==> src/design/swtl_map.svh <==
// Constants of the single-wire token link: timing, flag codes and reset values.
// Assumes a 100 ns system clock; times are in ns and turned into cycles by the user.
`ifndef SWTL_MAP_SVH
`define SWTL_MAP_SVH
`define SWTL_CLK_NS          100
`define SWTL_UART_BIT_NS     4_340
`define SWTL_TOKEN_NS        43_400
`define SWTL_WAKE_LOW_NS     60_000
`define SWTL_SLEEP_GLITCH_NS 15_000
`define SWTL_MAX_ZERO_LOW_NS 8_680
`define SWTL_BIT_WINDOW_NS   13_000
`define SWTL_TURN_NS         20_000
`define SWTL_TIMEOUT_NS      1_000_000
`define SWTL_WATCHDOG_NS     1_300_000_000
`define SWTL_FLAG_CMD        8'h77
`define SWTL_FLAG_XMIT       8'h88
`define SWTL_FLAG_IDLE       8'hBB
`define SWTL_FLAG_SLEEP      8'hCC
`define SWTL_STAT_WAKE       8'h11
`define SWTL_SHORT_GROUP_LEN 8'h04
`define SWTL_CRC_POLY        16'h8005
`define SWTL_CRC_INIT        16'h0000
`define SWTL_FIFO_WIDTH      8
`define SWTL_FIFO_DEPTH      16
`define SWTL_GPIO_RESET      1'b0
`endif

==> src/design/swtl_pkg.sv <==
// Types of the single-wire token link.
// Assumes nothing beyond a SystemVerilog compiler.
package swtl_pkg;

   typedef enum logic [2:0] {ST_SLEEP, ST_IDLE, ST_FLAG, ST_CMD, ST_TURN, ST_TX} swtl_state_t;

   typedef struct packed {
      logic        sync1;
      logic        sync2;
      logic        line;
      swtl_state_t st;
      logic [9:0]  low_cnt;
      logic        in_tok;
      logic [9:0]  win;
      logic        second;
      logic        bad;
      logic [7:0]  sh;
      logic [2:0]  bcnt;
      logic [7:0]  remain;
      logic        first;
      logic        to_arm;
      logic [23:0] to_cnt;
      logic [31:0] wd_cnt;
      logic [9:0]  tcnt;
      logic [7:0]  txb;
      logic [2:0]  txi;
      logic        from_fifo;
      logic [1:0]  didx;
      logic [7:0]  status;
      logic        oe;
      logic        gpio;
      logic        rx_valid;
      logic [7:0]  rx_data;
      logic        cmd_done;
      logic        flush;
      logic        wipe;
   } swtl_st_t;

endpackage : swtl_pkg

==> src/design/swtl_stream_if.sv <==
// Carrier between the link and its response FIFO.
// Assumes one clock; the link drives the push side from its own ports.
`timescale 1ns/1ns
interface swtl_stream_if #(parameter int WIDTH = 8);
   logic             in_valid;
   logic             in_ready;
   logic [WIDTH-1:0] in_data;
   logic             out_valid;
   logic             out_ready;
   logic [WIDTH-1:0] out_data;
   logic             clear;

   modport fifo (input in_valid, in_data, out_ready, clear,
                 output in_ready, out_valid, out_data);
   modport link (output in_valid, in_data, out_ready, clear,
                 input in_ready, out_valid, out_data);
endinterface : swtl_stream_if

==> src/design/swtl_fifo.sv <==
// Response FIFO: flip-flop storage, valid and ready on both sides, synchronous clear.
// Assumes DEPTH is a power of two and rst_n is already synchronised.
`timescale 1ns/1ns
module swtl_fifo #(
   parameter int WIDTH = 8,
   parameter int DEPTH = 16
) (
   input wire logic   clk,
   input wire logic   rst_n,
   swtl_stream_if.fifo sif
);
   localparam int AW = $clog2(DEPTH);

   typedef struct packed {
      logic [DEPTH-1:0][WIDTH-1:0] mem;
      logic [AW:0]                 wp;
      logic [AW:0]                 rp;
   } swtl_fifo_st_t;

   swtl_fifo_st_t s;
   swtl_fifo_st_t next_s;
   logic          full;
   logic          empty;

   assign full          = (s.wp[AW] != s.rp[AW]) && (s.wp[AW-1:0] == s.rp[AW-1:0]);
   assign empty         = (s.wp == s.rp);
   assign sif.in_ready  = !full;
   assign sif.out_valid = !empty;
   assign sif.out_data  = s.mem[s.rp[AW-1:0]];

   always_comb begin
      next_s = s;
      if (sif.clear) begin
         next_s.wp = '0;
         next_s.rp = '0;
      end else begin
         if (sif.in_valid && !full) begin
            next_s.mem[s.wp[AW-1:0]] = sif.in_data;
            next_s.wp = s.wp + 1'b1;
         end
         if (sif.out_ready && !empty) begin
            next_s.rp = s.rp + 1'b1;
         end
      end
   end

   always_ff @(posedge clk or negedge rst_n) begin
      if (!rst_n) begin
         s <= '0;
      end else begin
         s <= next_s;
      end
   end
endmodule : swtl_fifo

==> src/design/swtl_link.sv <==
// Device end of the single-wire token link: token decode, flags, groups and replies.
// Assumes the data pin is open drain with a pull-up outside, and that command
// execution, its busy level and its result bytes come from logic on clk.
`timescale 1ns/1ns
`include "swtl_map.svh"
module swtl_link #(
   parameter int unsigned TIMEOUT_NS  = `SWTL_TIMEOUT_NS,
   parameter int unsigned WATCHDOG_NS = `SWTL_WATCHDOG_NS
) (
   input  wire logic  clk,
   input  wire logic  arst_n,
   input  wire logic  sda_in,
   output logic       sda_out,
   output logic       sda_oe,
   input  wire logic  exec_busy,
   input  wire logic  watchdog_en,
   input  wire logic  status_wr,
   input  wire logic [7:0] status_data,
   input  wire logic  resp_valid,
   input  wire logic [7:0] resp_data,
   output logic       resp_ready,
   output logic       rx_valid,
   output logic [7:0] rx_data,
   output logic       cmd_done,
   output logic       idle_flush,
   output logic       sleep_wipe,
   output logic       link_asleep,
   output logic       link_idle,
   input  wire logic  one_wire_mode,
   input  wire logic  gpio_wr,
   input  wire logic  gpio_val,
   output logic       gpio_out,
   output logic       gpio_oe
);
   import swtl_pkg::*;

   // ----------------------------------------------------------------
   // Helpers
   // ----------------------------------------------------------------
   // A least time rounds up, a longest time rounds down, never below one cycle.
   function automatic int unsigned cyc_up(input int unsigned ns);
      return (ns + `SWTL_CLK_NS - 1) / `SWTL_CLK_NS;
   endfunction : cyc_up

   function automatic int unsigned cyc_dn(input int unsigned ns);
      int unsigned q;
      q = ns / `SWTL_CLK_NS;
      return (q == 0) ? 1 : q;
   endfunction : cyc_dn

   function automatic logic [15:0] crc_step(input logic [15:0] c, input logic [7:0] b);
      logic [15:0] r;
      logic        fb;
      r = c;
      for (int i = 0; i < 8; i++) begin
         fb = b[i] ^ r[15];
         r  = {r[14:0], 1'b0};
         if (fb) begin
            r = r ^ `SWTL_CRC_POLY;
         end
      end
      return r;
   endfunction : crc_step

   // Short group sent when no results wait in the FIFO.
   function automatic logic [7:0] short_byte(input logic [1:0] idx, input logic [7:0] stat);
      logic [15:0] crc;
      crc = crc_step(crc_step(`SWTL_CRC_INIT, `SWTL_SHORT_GROUP_LEN), stat);
      unique case (idx)
         2'd0: return `SWTL_SHORT_GROUP_LEN;
         2'd1: return stat;
         2'd2: return crc[7:0];
         2'd3: return crc[15:8];
      endcase
   endfunction : short_byte

   // ----------------------------------------------------------------
   // Timing
   // ----------------------------------------------------------------
   localparam logic [9:0]  WAKE_CYC  = 10'(cyc_up(`SWTL_WAKE_LOW_NS));
   localparam logic [9:0]  IGN_CYC   = 10'(cyc_up(`SWTL_SLEEP_GLITCH_NS));
   localparam logic [9:0]  MAXZ_CYC  = 10'(cyc_dn(`SWTL_MAX_ZERO_LOW_NS));
   localparam logic [9:0]  WIN_CYC   = 10'(cyc_dn(`SWTL_BIT_WINDOW_NS));
   localparam logic [9:0]  BIT_CYC   = 10'(cyc_dn(`SWTL_UART_BIT_NS));
   localparam logic [9:0]  TOK_CYC   = 10'(cyc_dn(`SWTL_TOKEN_NS));
   localparam logic [9:0]  TURN_CYC  = 10'(cyc_dn(`SWTL_TURN_NS));
   localparam logic [9:0]  Z_ON      = 10'(2 * cyc_dn(`SWTL_UART_BIT_NS));
   localparam logic [9:0]  Z_OFF     = 10'(3 * cyc_dn(`SWTL_UART_BIT_NS));
   localparam logic [23:0] TO_CYC    = 24'(cyc_dn(TIMEOUT_NS));
   localparam logic [31:0] WD_CYC    = 32'(cyc_dn(WATCHDOG_NS));

   // ----------------------------------------------------------------
   // Reset release and response FIFO
   // ----------------------------------------------------------------
   logic [1:0] rst_sync;
   logic       rst_n;

   always_ff @(posedge clk or negedge arst_n) begin
      if (!arst_n) begin
         rst_sync <= 2'b00;
      end else begin
         rst_sync <= {rst_sync[0], 1'b1};
      end
   end
   assign rst_n = rst_sync[1];

   swtl_stream_if #(.WIDTH(`SWTL_FIFO_WIDTH)) resp_if ();

   swtl_fifo #(.WIDTH(`SWTL_FIFO_WIDTH), .DEPTH(`SWTL_FIFO_DEPTH)) u_fifo (
      .clk   (clk),
      .rst_n (rst_n),
      .sif   (resp_if.fifo)
   );

   swtl_st_t s;
   swtl_st_t next_s;
   logic     pop;
   logic     clr;

   assign resp_if.in_valid  = resp_valid;
   assign resp_if.in_data   = resp_data;
   assign resp_if.out_ready = pop;
   assign resp_if.clear     = clr;
   assign resp_ready        = resp_if.in_ready;

   // ----------------------------------------------------------------
   // Next state
   // ----------------------------------------------------------------
   always_comb begin
      logic       fall;
      logic       rise;
      logic       listen;
      logic       data_rx;
      logic       wake_hit;
      logic       illegal;
      logic       bit_evt;
      logic       bitv;
      logic       byte_evt;
      logic [7:0] byte_v;
      logic       sleep_now;
      fall      = 1'b0;
      rise      = 1'b0;
      listen    = 1'b0;
      data_rx   = 1'b0;
      wake_hit  = 1'b0;
      illegal   = 1'b0;
      bit_evt   = 1'b0;
      bitv      = 1'b0;
      byte_evt  = 1'b0;
      byte_v    = 8'h00;
      sleep_now = 1'b0;
      pop       = 1'b0;
      clr       = 1'b0;
      next_s          = s;
      next_s.sync1    = sda_in;
      next_s.sync2    = s.sync1;
      next_s.line     = s.sync2;
      next_s.rx_valid = 1'b0;
      next_s.cmd_done = 1'b0;
      next_s.flush    = 1'b0;
      next_s.wipe     = 1'b0;

      fall = s.line && !s.sync2;
      rise = !s.line && s.sync2;
      if (!s.sync2) begin
         next_s.low_cnt = (s.low_cnt == 10'h3FF) ? s.low_cnt : s.low_cnt + 10'd1;
      end else begin
         next_s.low_cnt = 10'd0;
      end

      // While our own tokens go out, or a command runs, the line is not watched.
      listen   = (s.st != ST_TX) && !exec_busy;
      wake_hit = listen && rise && (s.low_cnt >= WAKE_CYC)
                 && ((s.st != ST_SLEEP) || (s.low_cnt >= IGN_CYC));
      data_rx  = listen && ((s.st == ST_FLAG) || (s.st == ST_CMD));
      illegal  = data_rx && rise && (s.low_cnt > MAXZ_CYC) && (s.low_cnt < WAKE_CYC);

      // Token decode: one low pulse is a one, a second pulse in the window a zero.
      if (data_rx) begin
         if (s.in_tok) begin
            next_s.win = s.win + 10'd1;
            if (fall) begin
               next_s.second = 1'b1;
            end
            if (illegal) begin
               next_s.in_tok = 1'b0;
               next_s.bad    = 1'b1;
            end else if (s.win == WIN_CYC - 10'd1) begin
               next_s.in_tok = 1'b0;
               bit_evt       = 1'b1;
               bitv          = !s.second;
            end
         end else if (fall) begin
            next_s.in_tok = 1'b1;
            next_s.win    = 10'd0;
            next_s.second = 1'b0;
            if (!s.to_arm) begin
               next_s.to_arm = 1'b1;
               next_s.to_cnt = 24'd0;
            end
         end
      end else begin
         next_s.in_tok = 1'b0;
      end

      if (bit_evt) begin
         if (!s.bad) begin
            next_s.to_cnt = 24'd0;
         end
         next_s.sh   = {bitv, s.sh[7:1]};
         next_s.bcnt = s.bcnt + 3'd1;
         if (s.bcnt == 3'd7) begin
            byte_evt = 1'b1;
            byte_v   = {bitv, s.sh[7:1]};
         end
      end

      // Inter-token timeout; it never runs while a command executes.
      if (s.to_arm && !exec_busy) begin
         if (!bit_evt || s.bad) begin
            next_s.to_cnt = s.to_cnt + 24'd1;
         end
         if (s.to_cnt >= TO_CYC - 24'd1) begin
            sleep_now = 1'b1;
         end
      end

      // Watchdog counts from wake, but not in idle or sleep.
      if (watchdog_en && (s.st != ST_SLEEP) && (s.st != ST_IDLE)) begin
         next_s.wd_cnt = s.wd_cnt + 32'd1;
         if (s.wd_cnt >= WD_CYC - 32'd1) begin
            sleep_now = 1'b1;
         end
      end

      if (status_wr) begin
         next_s.status = status_data;
      end

      unique case (s.st)
         ST_SLEEP, ST_IDLE: begin
         end
         ST_FLAG: begin
            if (byte_evt) begin
               next_s.to_arm = 1'b0;
               case (byte_v)
                  `SWTL_FLAG_CMD: begin
                     next_s.st     = ST_CMD;
                     next_s.first  = 1'b1;
                     next_s.to_arm = 1'b1;
                  end
                  `SWTL_FLAG_XMIT: begin
                     next_s.st   = ST_TURN;
                     next_s.tcnt = 10'd0;
                  end
                  `SWTL_FLAG_IDLE: begin
                     next_s.st    = ST_IDLE;
                     next_s.flush = 1'b1;
                     clr          = 1'b1;
                  end
                  `SWTL_FLAG_SLEEP: begin
                     sleep_now = 1'b1;
                  end
                  default: begin
                  end
               endcase
            end
         end
         ST_CMD: begin
            if (byte_evt) begin
               next_s.rx_valid = 1'b1;
               next_s.rx_data  = byte_v;
               next_s.first    = 1'b0;
               if (s.first) begin
                  next_s.remain = byte_v - 8'd1;
               end else begin
                  next_s.remain = s.remain - 8'd1;
               end
               if ((s.first && byte_v <= 8'd1) || (!s.first && s.remain == 8'd1)) begin
                  next_s.cmd_done = 1'b1;
                  next_s.st       = ST_FLAG;
                  next_s.to_arm   = 1'b0;
               end
            end
         end
         ST_TURN: begin
            next_s.tcnt = s.tcnt + 10'd1;
            if (s.tcnt == TURN_CYC - 10'd1) begin
               next_s.st   = ST_TX;
               next_s.tcnt = 10'd0;
               next_s.txi  = 3'd0;
               if (resp_if.out_valid) begin
                  next_s.txb       = resp_if.out_data;
                  next_s.from_fifo = 1'b1;
                  pop              = 1'b1;
               end else begin
                  next_s.txb       = short_byte(2'd0, s.status);
                  next_s.from_fifo = 1'b0;
                  next_s.didx      = 2'd0;
               end
            end
         end
         ST_TX: begin
            // Same waveform as the host: a one is one low bit, a zero adds a second.
            next_s.oe   = (s.tcnt < BIT_CYC) ||
                          (!s.txb[s.txi] && (s.tcnt >= Z_ON) && (s.tcnt < Z_OFF));
            next_s.tcnt = s.tcnt + 10'd1;
            if (s.tcnt == TOK_CYC - 10'd1) begin
               next_s.tcnt = 10'd0;
               next_s.txi  = s.txi + 3'd1;
               next_s.oe   = 1'b0;
               if (s.txi == 3'd7) begin
                  if (s.from_fifo && resp_if.out_valid) begin
                     next_s.txb = resp_if.out_data;
                     pop        = 1'b1;
                  end else if (!s.from_fifo && s.didx != 2'd3) begin
                     next_s.didx = s.didx + 2'd1;
                     next_s.txb  = short_byte(s.didx + 2'd1, s.status);
                  end else begin
                     next_s.st = ST_FLAG;
                  end
               end
            end
         end
      endcase

      if (sleep_now) begin
         next_s.st     = ST_SLEEP;
         next_s.wipe   = 1'b1;
         next_s.oe     = 1'b0;
         next_s.to_arm = 1'b0;
         next_s.bad    = 1'b0;
         next_s.bcnt   = 3'd0;
         next_s.in_tok = 1'b0;
         clr           = 1'b1;
      end

      // Wake beats everything but a sleep_wipe pulse from the same cycle: out of sleep or idle, or an interface reset.
      if (wake_hit) begin
         next_s.st     = ST_FLAG;
         next_s.status = `SWTL_STAT_WAKE;
         next_s.wd_cnt = 32'd0;
         next_s.to_arm = 1'b0;
         next_s.bad    = 1'b0;
         next_s.bcnt   = 3'd0;
         next_s.in_tok = 1'b0;
         next_s.oe     = 1'b0;
         if ((s.st != ST_SLEEP) && (s.st != ST_IDLE)) begin
            clr = 1'b1;
         end
      end

      if (!one_wire_mode) begin
         next_s.gpio = `SWTL_GPIO_RESET;
      end else if (gpio_wr) begin
         next_s.gpio = gpio_val;
      end
   end

   // All resets to zero and ST_SLEEP; line samples start high, so no false edge follows.
   always_ff @(posedge clk or negedge rst_n) begin
      if (!rst_n) begin
         s       <= '0;
         s.sync1 <= 1'b1;
         s.sync2 <= 1'b1;
         s.line  <= 1'b1;
      end else begin
         s <= next_s;
      end
   end

   // ----------------------------------------------------------------
   // Outputs
   // ----------------------------------------------------------------
   assign sda_out     = 1'b0;
   assign sda_oe      = s.oe;
   assign rx_valid    = s.rx_valid;
   assign rx_data     = s.rx_data;
   assign cmd_done    = s.cmd_done;
   assign idle_flush  = s.flush;
   assign sleep_wipe  = s.wipe;
   assign link_asleep = (s.st == ST_SLEEP);
   assign link_idle   = (s.st == ST_IDLE);
   assign gpio_out    = s.gpio;
   assign gpio_oe     = one_wire_mode;
endmodule : swtl_link

==> config.mk <==
export PLATFORM = sky130hd
export DESIGN_NAME = swtl_link
export DESIGN_NICKNAME = d
export VERILOG_FILES = /design/src/design/swtl_pkg.sv /design/src/design/swtl_stream_if.sv /design/src/design/swtl_fifo.sv /design/src/design/swtl_link.sv
export VERILOG_INCLUDE_DIRS = /design/src /design/src/design
export SDC_FILE = /design/constraint.sdc
export NUM_CORES = 1
export LEC_CHECK = 0
export BUFFER_PORTS_ARGS = -buffer_cell sky130_fd_sc_hd__buf_2
export CORE_MARGIN = 3
export CORE_UTILIZATION = 57
export DETAILED_ROUTE_END_ITERATION = 16
export PLACE_DENSITY = 0.77
export REMOVE_ABC_BUFFERS = 1
export SETUP_SLACK_MARGIN = 0.15
export SLEW_MARGIN = 20
export SYNTH_ARGS = -nofsm -noshare
export SYNTH_HDL_FRONTEND = slang
export SYNTH_SLANG_ARGS = --single-unit
export TNS_END_PERCENT = 5
==> constraint.sdc <==
create_clock -name clk -period 9 [get_ports clk]
set_input_delay 1.8 -clock clk [delete_from_list [all_inputs] [get_ports clk]]
set_output_delay 1.8 -clock clk [all_outputs]
set_load 0.02 [all_outputs]
# [After elaboration in Yosys (flattened, before gate mapping)]
# Cells that the tools add are included.
[totals] reg_bits=292 latchBits=0 mem_bits_rw=0 romBits=0 input_bits=26 out_inout_bits=19 word_cells=364 memories=0
[op_classes] addsub=12 n_mul=0 div=0 magnitude_cmp=14 eq_ne=47 shifts=0 mux=160 bitwise=15 reduce_logical=68
[op_table] op="2-to-1 mux 16 bit" n=43
[op_table] op="2-to-1 mux 24 bit" n=6
[op_table] op="bitwise mux 128 bit" n=1
[op_table] op="2-to-1 mux 8 bit" n=10
[op_table] op="2-to-1 mux 25 bit" n=3
[op_table] op="2-to-1 mux 10 bit" n=7
[op_table] op="2-to-1 mux 32 bit" n=2
[op_table] op="2-to-1 mux 1 bit" n=50
[op_table] op="2-to-1 mux 3 bit" n=13
[op_table] op="adder 32 x 1 -> 32 bit (second input constant)" n=1
[op_table] op="binary-select mux 8 bit (select 4 bit)" n=1
[op_table] op="demux 8 bit (select 4 bit)" n=1
[op_table] op=">= comparator 32 x 24 -> 1 bit (second input constant)" n=1
[op_table] op="case mux 8 bit (4 select lines)" n=1
[op_table] op="adder 10 x 1 -> 10 bit (second input constant)" n=3
[op_table] op="case mux 10 bit (3 select lines)" n=1
[op_table] op="adder 24 x 1 -> 24 bit (second input constant)" n=1
[op_table] op="equality test 8 bit (second input constant)" n=3
[op_table] op=">= comparator 24 x 14 -> 1 bit (second input constant)" n=1
[op_table] op="logical AND 1 bit" n=24
[op_table] op="2-to-1 mux 12 bit" n=2
[op_table] op="case mux 11 bit (2 select lines)" n=1
[op_table] op="2-to-1 mux 21 bit" n=1
[op_table] op="inverter 3 bit" n=7
[op_table] op="58 further kinds" n=132

# [Depth between registers and ports, before layout]
[logic_depth] word_depth=57 mapped_depth=17 mapped_depth_nobuf=15

# [By module]
# Synthesis repeated with hierarchy kept, for this count alone.
[hier_totals] cells_unflattened=1375 hier_area_um2=15476.1
[by_module_without_submodules] module="swtl_link" instances=1 cells_each=942 area_each_um2=8808.4 seq_area_each_um2=3832.4
[by_module_without_submodules] module="swtl_fifo" instances=1 cells_each=433 area_each_um2=6667.6 seq_area_each_um2=3453.3

# [Least setup slack after synthesis]
# OpenSTA, ideal clock, no wires.
[synth_timing] path_type="input -> register" from="input port exec_busy" to="register u_fifo.s[58] in the netlist's numbering" setup_ns=0.128 t_arrival_ns=5.016 required_ns=8.872 slack_ns=3.856 path_stages=16 path_buffers=3 cell_sequence="buf_2 > and4bb_2 > nand2_1 > or2_2 > nor2_1 > buf_2 > nand2_1 > ha_1 > or4b_1 > nor2_1 > o21ai_1 > nor3_4 > buf_4 > nor4_2 > nand2_4 > mux2_1"
[synth_between] elab_chain_cells=20 elab_cells_between_ends=35 cone_classes="2 x eq/ne; 21 x mux; 1 x bitwise; 11 x reduce/logical"
[synth_lines] element="from (decl)" line_no="swtl_link.sv:15" text="input wire logic exec_busy,"
[synth_lines] element="logical NOT 1 bit *" line_no="swtl_link.sv:172, swtl_link.sv:219"
[synth_lines] element="logical AND 1 bit" line_no="swtl_link.sv:172" text="listen = (s.st != ST_TX) && !exec_busy;"
[synth_lines] element="logical AND 1 bit" line_no="swtl_link.sv:175" text="data_rx = listen && ((s.st == ST_FLAG) || (s.st == ST_CMD));"
[synth_lines] element="logical AND 1 bit (3 in series)" line_no="swtl_link.sv:176" text="illegal = data_rx && rise && (s.low_cnt > MAXZ_CYC) && (s.low_cnt < WAKE_CYC);"
[synth_lines] element="2-to-1 mux 1 bit" line_no="swtl_link.sv:185" text="if (illegal) begin"
[synth_lines] element="2-to-1 mux 1 bit" line_no="swtl_link.sv:180" text="if (s.in_tok) begin"
[synth_lines] element="2-to-1 mux 1 bit" line_no="swtl_link.sv:179" text="if (data_rx) begin"
[synth_lines] element="2-to-1 mux 8 bit" line_no="swtl_link.sv:212" text="if (s.bcnt == 3'd7) begin"
[synth_lines] element="[2 not listed]"
[synth_lines] element="2-to-1 mux 1 bit" line_no="swtl_link.sv:246" text="case (byte_v)"
[synth_lines] element="2-to-1 mux 1 bit" line_no="swtl_link.sv:244" text="if (byte_evt) begin"
[synth_lines] element="2-to-1 mux 1 bit" line_no="swtl_link.sv:240" text="unique case (s.st)"
[synth_lines] element="2-to-1 mux 1 bit" line_no="swtl_link.sv:327" text="if (sleep_now) begin"
[synth_lines] element="2-to-1 mux 1 bit" line_no="swtl_link.sv:348" text="if ((s.st != ST_SLEEP) && (s.st != ST_IDLE)) begin"
[synth_lines] element="2-to-1 mux 1 bit *" line_no="swtl_link.sv:339" text="if (wake_hit) begin"
[synth_lines] element="inverter 1 bit (no source line) *"
[synth_lines] element="AND reduction 2 bit (no source line) *"
[synth_lines] element="to (signal assigned)" line_no="swtl_fifo.sv:51" text="s <= next_s;"
[synth_lines] element="to (decl)" line_no="swtl_fifo.sv:20" text="swtl_fifo_st_t s;"
# Mark *: on every way between the ends. The rest lies on a longest branch, timed or not.
# A chain may end at the register's enable or synchronous reset.

# [Worst setup path after layout]
[layout_timing] from="input port exec_busy" to="register u_fifo.s[104] in the netlist's numbering"
# Same word-level chain as after synthesis.

==> impl_metrics.yaml <==
grt:
  grtUsageTotal: 0.231
  overflow: 0
  grt_max_degree: 80
  grt_pass1_vias: 10800
  antenna_found_initial: 0
  grt_pass1_wl_um: 54700
sta:
  rsz0062_at_grt: "false"
  setup_ws_ns: 3.88
  holdWs_ns: 0.356
  final_hold_viol_count: 0
  clock_skew_ns: 0.0161
  slew_viol_final: 0
  finalSetupTns_ns: 0
  worstMarginPinSlew_ns: 0.990
  finalCritPeriodShare: 0.569
  max_slew_margin: 0.340
  min_period_ns: 5.12
  fmax_mhz: 195
  finalSetupViolCount: 0
worst_setup_path:
  slowest_stage: "nor3_4"
  arrival_ns: 5.55
  crit_required_ns: 9.43
  path_class: "in -> reg"
  crit_family: "simple AND/OR/NAND/NOR gates"
  path_buf_inv: 2
  critPathLaunchType: "primary input"
  cp-end-kind: "flop"
  cp.depth: 15
  path_cells: "buf_2, or3b_1, nor2_1, o211a_4, nor2_1, buf_4, nand2_1, ha_1, or4b_1, nor2_1, o21ai_1, nor3_4, nor4b_1, nand2_1, mux2_2"
  crit_fanout: 17
  cpPeakStageDelay_ns: 0.58
  crit_top_cell: "nor2_1"
  ff2ff_path_depth: 14
final_layout:
  diodes: 0
  layout-drive-gt1-share: 0.182
  nets: 1448
  final_util: 0.649
  finalNonFillerCells: 1745
  fin_area_um2: 16600
  area_delta_synth_final_pct: 10.1
clocking:
  cts_buffers: 30
  clk_path_buf_depth: 3
  post_cts_buffers: 0
  clkTransAtPathRegs_ns: 0.06
  clk-insertion-delay-late_ns: 0.55
  clock_sinks: 291
  root_buffer: "clkbuf_16"
  cts_resized: 0
  ctsHoldBuffers: 0
  htree_levels: 1
  cts_tree: "built"
power:
  intPower_mw: 2.89
  report.power.total_mw: 3.86
  p_sw_uw: 974
  power_density_nw_per_um2: 232
  vdd_drop_max_mv: 0.195
  p_comb_frac: 0.174
  switching_share: 0.252
  clkPwrFrac: 0.358
  power.leakage_nw: 7.39
  seqPwrFrac: 0.468
min_path:
  hp-class: "reg -> reg"
  min_path_cells: 0
floorplanning:
  rows: 58
  dieArea_um2: 28500
  die_width_um: 169
  core-area_um2: 25600
  pin_count: 45
  initial_utilization: 0.590
  chipHeight_um: 169
drt:
  drc_errors: 0
  via_count: 10500
  vias_per_cell: 6.03
  wl_um: 32200
  first_pass_iters: 5
  drt.antenna.violating_nets: 0
  wl_per_cell_um: 18.5
  drt_iter0_markers: 864
yosys:
  async_flop_share: 1.00
  syn_area_per_cell_um2: 11.0
  synth_edf_count: 0
  yosysUniqueCellTypes: 79
  synth_area_um2: 15100
  synth-seq-cells: 291
  ys_seq_area_frac: 0.482
  yosysTopAreaCellShare: 0.477
  synth_area_leaders: "dfrtp_1 48%, mux4_2 6.3%, mux2_1 5.4%"
  yosys.area.top_type: "dfrtp_1"
  synthFlopType: "dfrtp_1"
  ys_warn_count: 0
  synthCells: 1372
placement:
  hpwl_um: 21800
  io_buffer_count: 43
  pre_cts_ws_ns: 3.42
  dp.cells: 1691
  gp_congestion: 0.879
  placed_area_um2: 15500
flow_run:
  drv_cap: 0
outcome:
  status: "finished clean"
power by group through the flow:
stage               clock [mW]  combinational (mW)  sequential, mW
floorplan                    0               0.521            1.76
CTS                       1.41               0.676            1.80
finish                    1.38               0.670            1.81
global placement             0               0.630            1.80
global route              1.47               0.730            1.84
detailed placement           0               0.666            1.82
logic make-up (layout without fill, tap and decap cells):
logic type                 Yosys count  count (layout)  share of synthesized area
buffers and inverters               98             141                     0.0285
muxes                              205             205                      0.182
DFF                                291             291                      0.482
other                                2               2                   0.000497
xor gates and xnor gates            78              78                     0.0452
AOI/OAI and AO/OA                  158             158                     0.0669
and+or+nand+nor                    511             511                      0.170
adders and majority gates           29              29                     0.0240
sequential cells by signal, summed over array words and instances, names as in the netlist:
signal      flops
rx_valid        1
next_s          2
sda_oe          1
rx_data         8
idle_flush      1
sleep_wipe      1
u_fifo.s      138
s             135
rst_sync        2
gpio_out        1
cmd_done        1
path summary, 6_finish.rpt:
check,endpoint,startpoint,slack [ns]
max,u_fifo.s[104],exec_busy,3.88
min,next_s[149],next_s[150],0.36
max reg2reg,u_fifo.s[104],next_s[149],4.64
min reg2reg,next_s[149],next_s[150],0.36
max in group asynchronous,u_fifo.s[114],rst_sync[1],6.53
min in group asynchronous,s[73],rst_sync[1],0.50
area by class of cell:
class,instances,area [um^2]
timing repair buffer,55,305
inverter,32,120
tap,330,413
sequential,291,7290
multi-input combinational,983,7390
clock buffer,42,877
fill,1972,8990
clock inverter,12,235
worst reg2reg max path: cells and delay by family, from the launching register on:
kind	cells	cell delay, ns
multiplexers	1	0.40
adder cells (fa/ha/maj)	1	0.16
AO/OA/AOI/OAI	2	0.37
buffers and inverters	1	0.19
AND/OR/NAND/NOR	9	2.46
flip-flops	1	0.66
cell usage after synthesis, types with 3 or more instances:
cell / instances
nor4b_1: 8
nand3b_1: 5
o21ai_1: 6
dfrtp_1: 288
or3_1: 8
o21a_1: 12
mux2_2: 70
dfstp_2: 3
and3_1: 16
mux4_2: 42
buf_2: 11
nand4_1: 27
buf_4: 11
or2_2: 7
nand2b_1: 11
nor3_1: 27
a31oi_1: 6
mux2_1: 72
a22o_1: 4
and4_1: 3
nor2b_1: 18
mux2i_1: 21
ha_1: 29
a21oi_1: 44
nor4_1: 12
a22oi_1: 5
o211ai_1: 5
buf_1: 5
o21ai_0: 43
nand2_1: 119
inv_1: 31
nand3_1: 74
o31ai_1: 4
xor2_1: 39
a211oi_1: 7
nand2_2: 5
nand2_4: 8
xnor2_1: 39
nor2_1: 141
and2_1: 4
clkbuf_1: 38
cells in the final DEF, fill, tap and decap left out, types with 8 or more instances in the layout:
cell         n
dfrtp_1    286
nor2_1     141
nand2_1    119
nand3_1     74
mux2_1      72
mux2_2      70
a21oi_1     44
o21ai_0     43
buf_2       43
mux4_2      42
xnor2_1     39
xor2_1      39
inv_1       31
clkbuf_16   31
ha_1        29
nand4_1     27
nor3_1      27
mux2i_1     21
nor2b_1     18
and3_1      16
o21a_1      12
nor4_1      12
buf_4       12
nand2b_1    11
nor4b_1      8
or3_1        8
nand2_4      8
layer usage:
metal,global-route usage,vias to the layer above,wire [um]
met1,0.315,5254,14100
met5,0,-,0
met4,0.0900,0,1280
met2,0.381,276,15500
met3,0.0306,71,1380
li1,-,4923,-
Power figures use the tool's default switching activity.
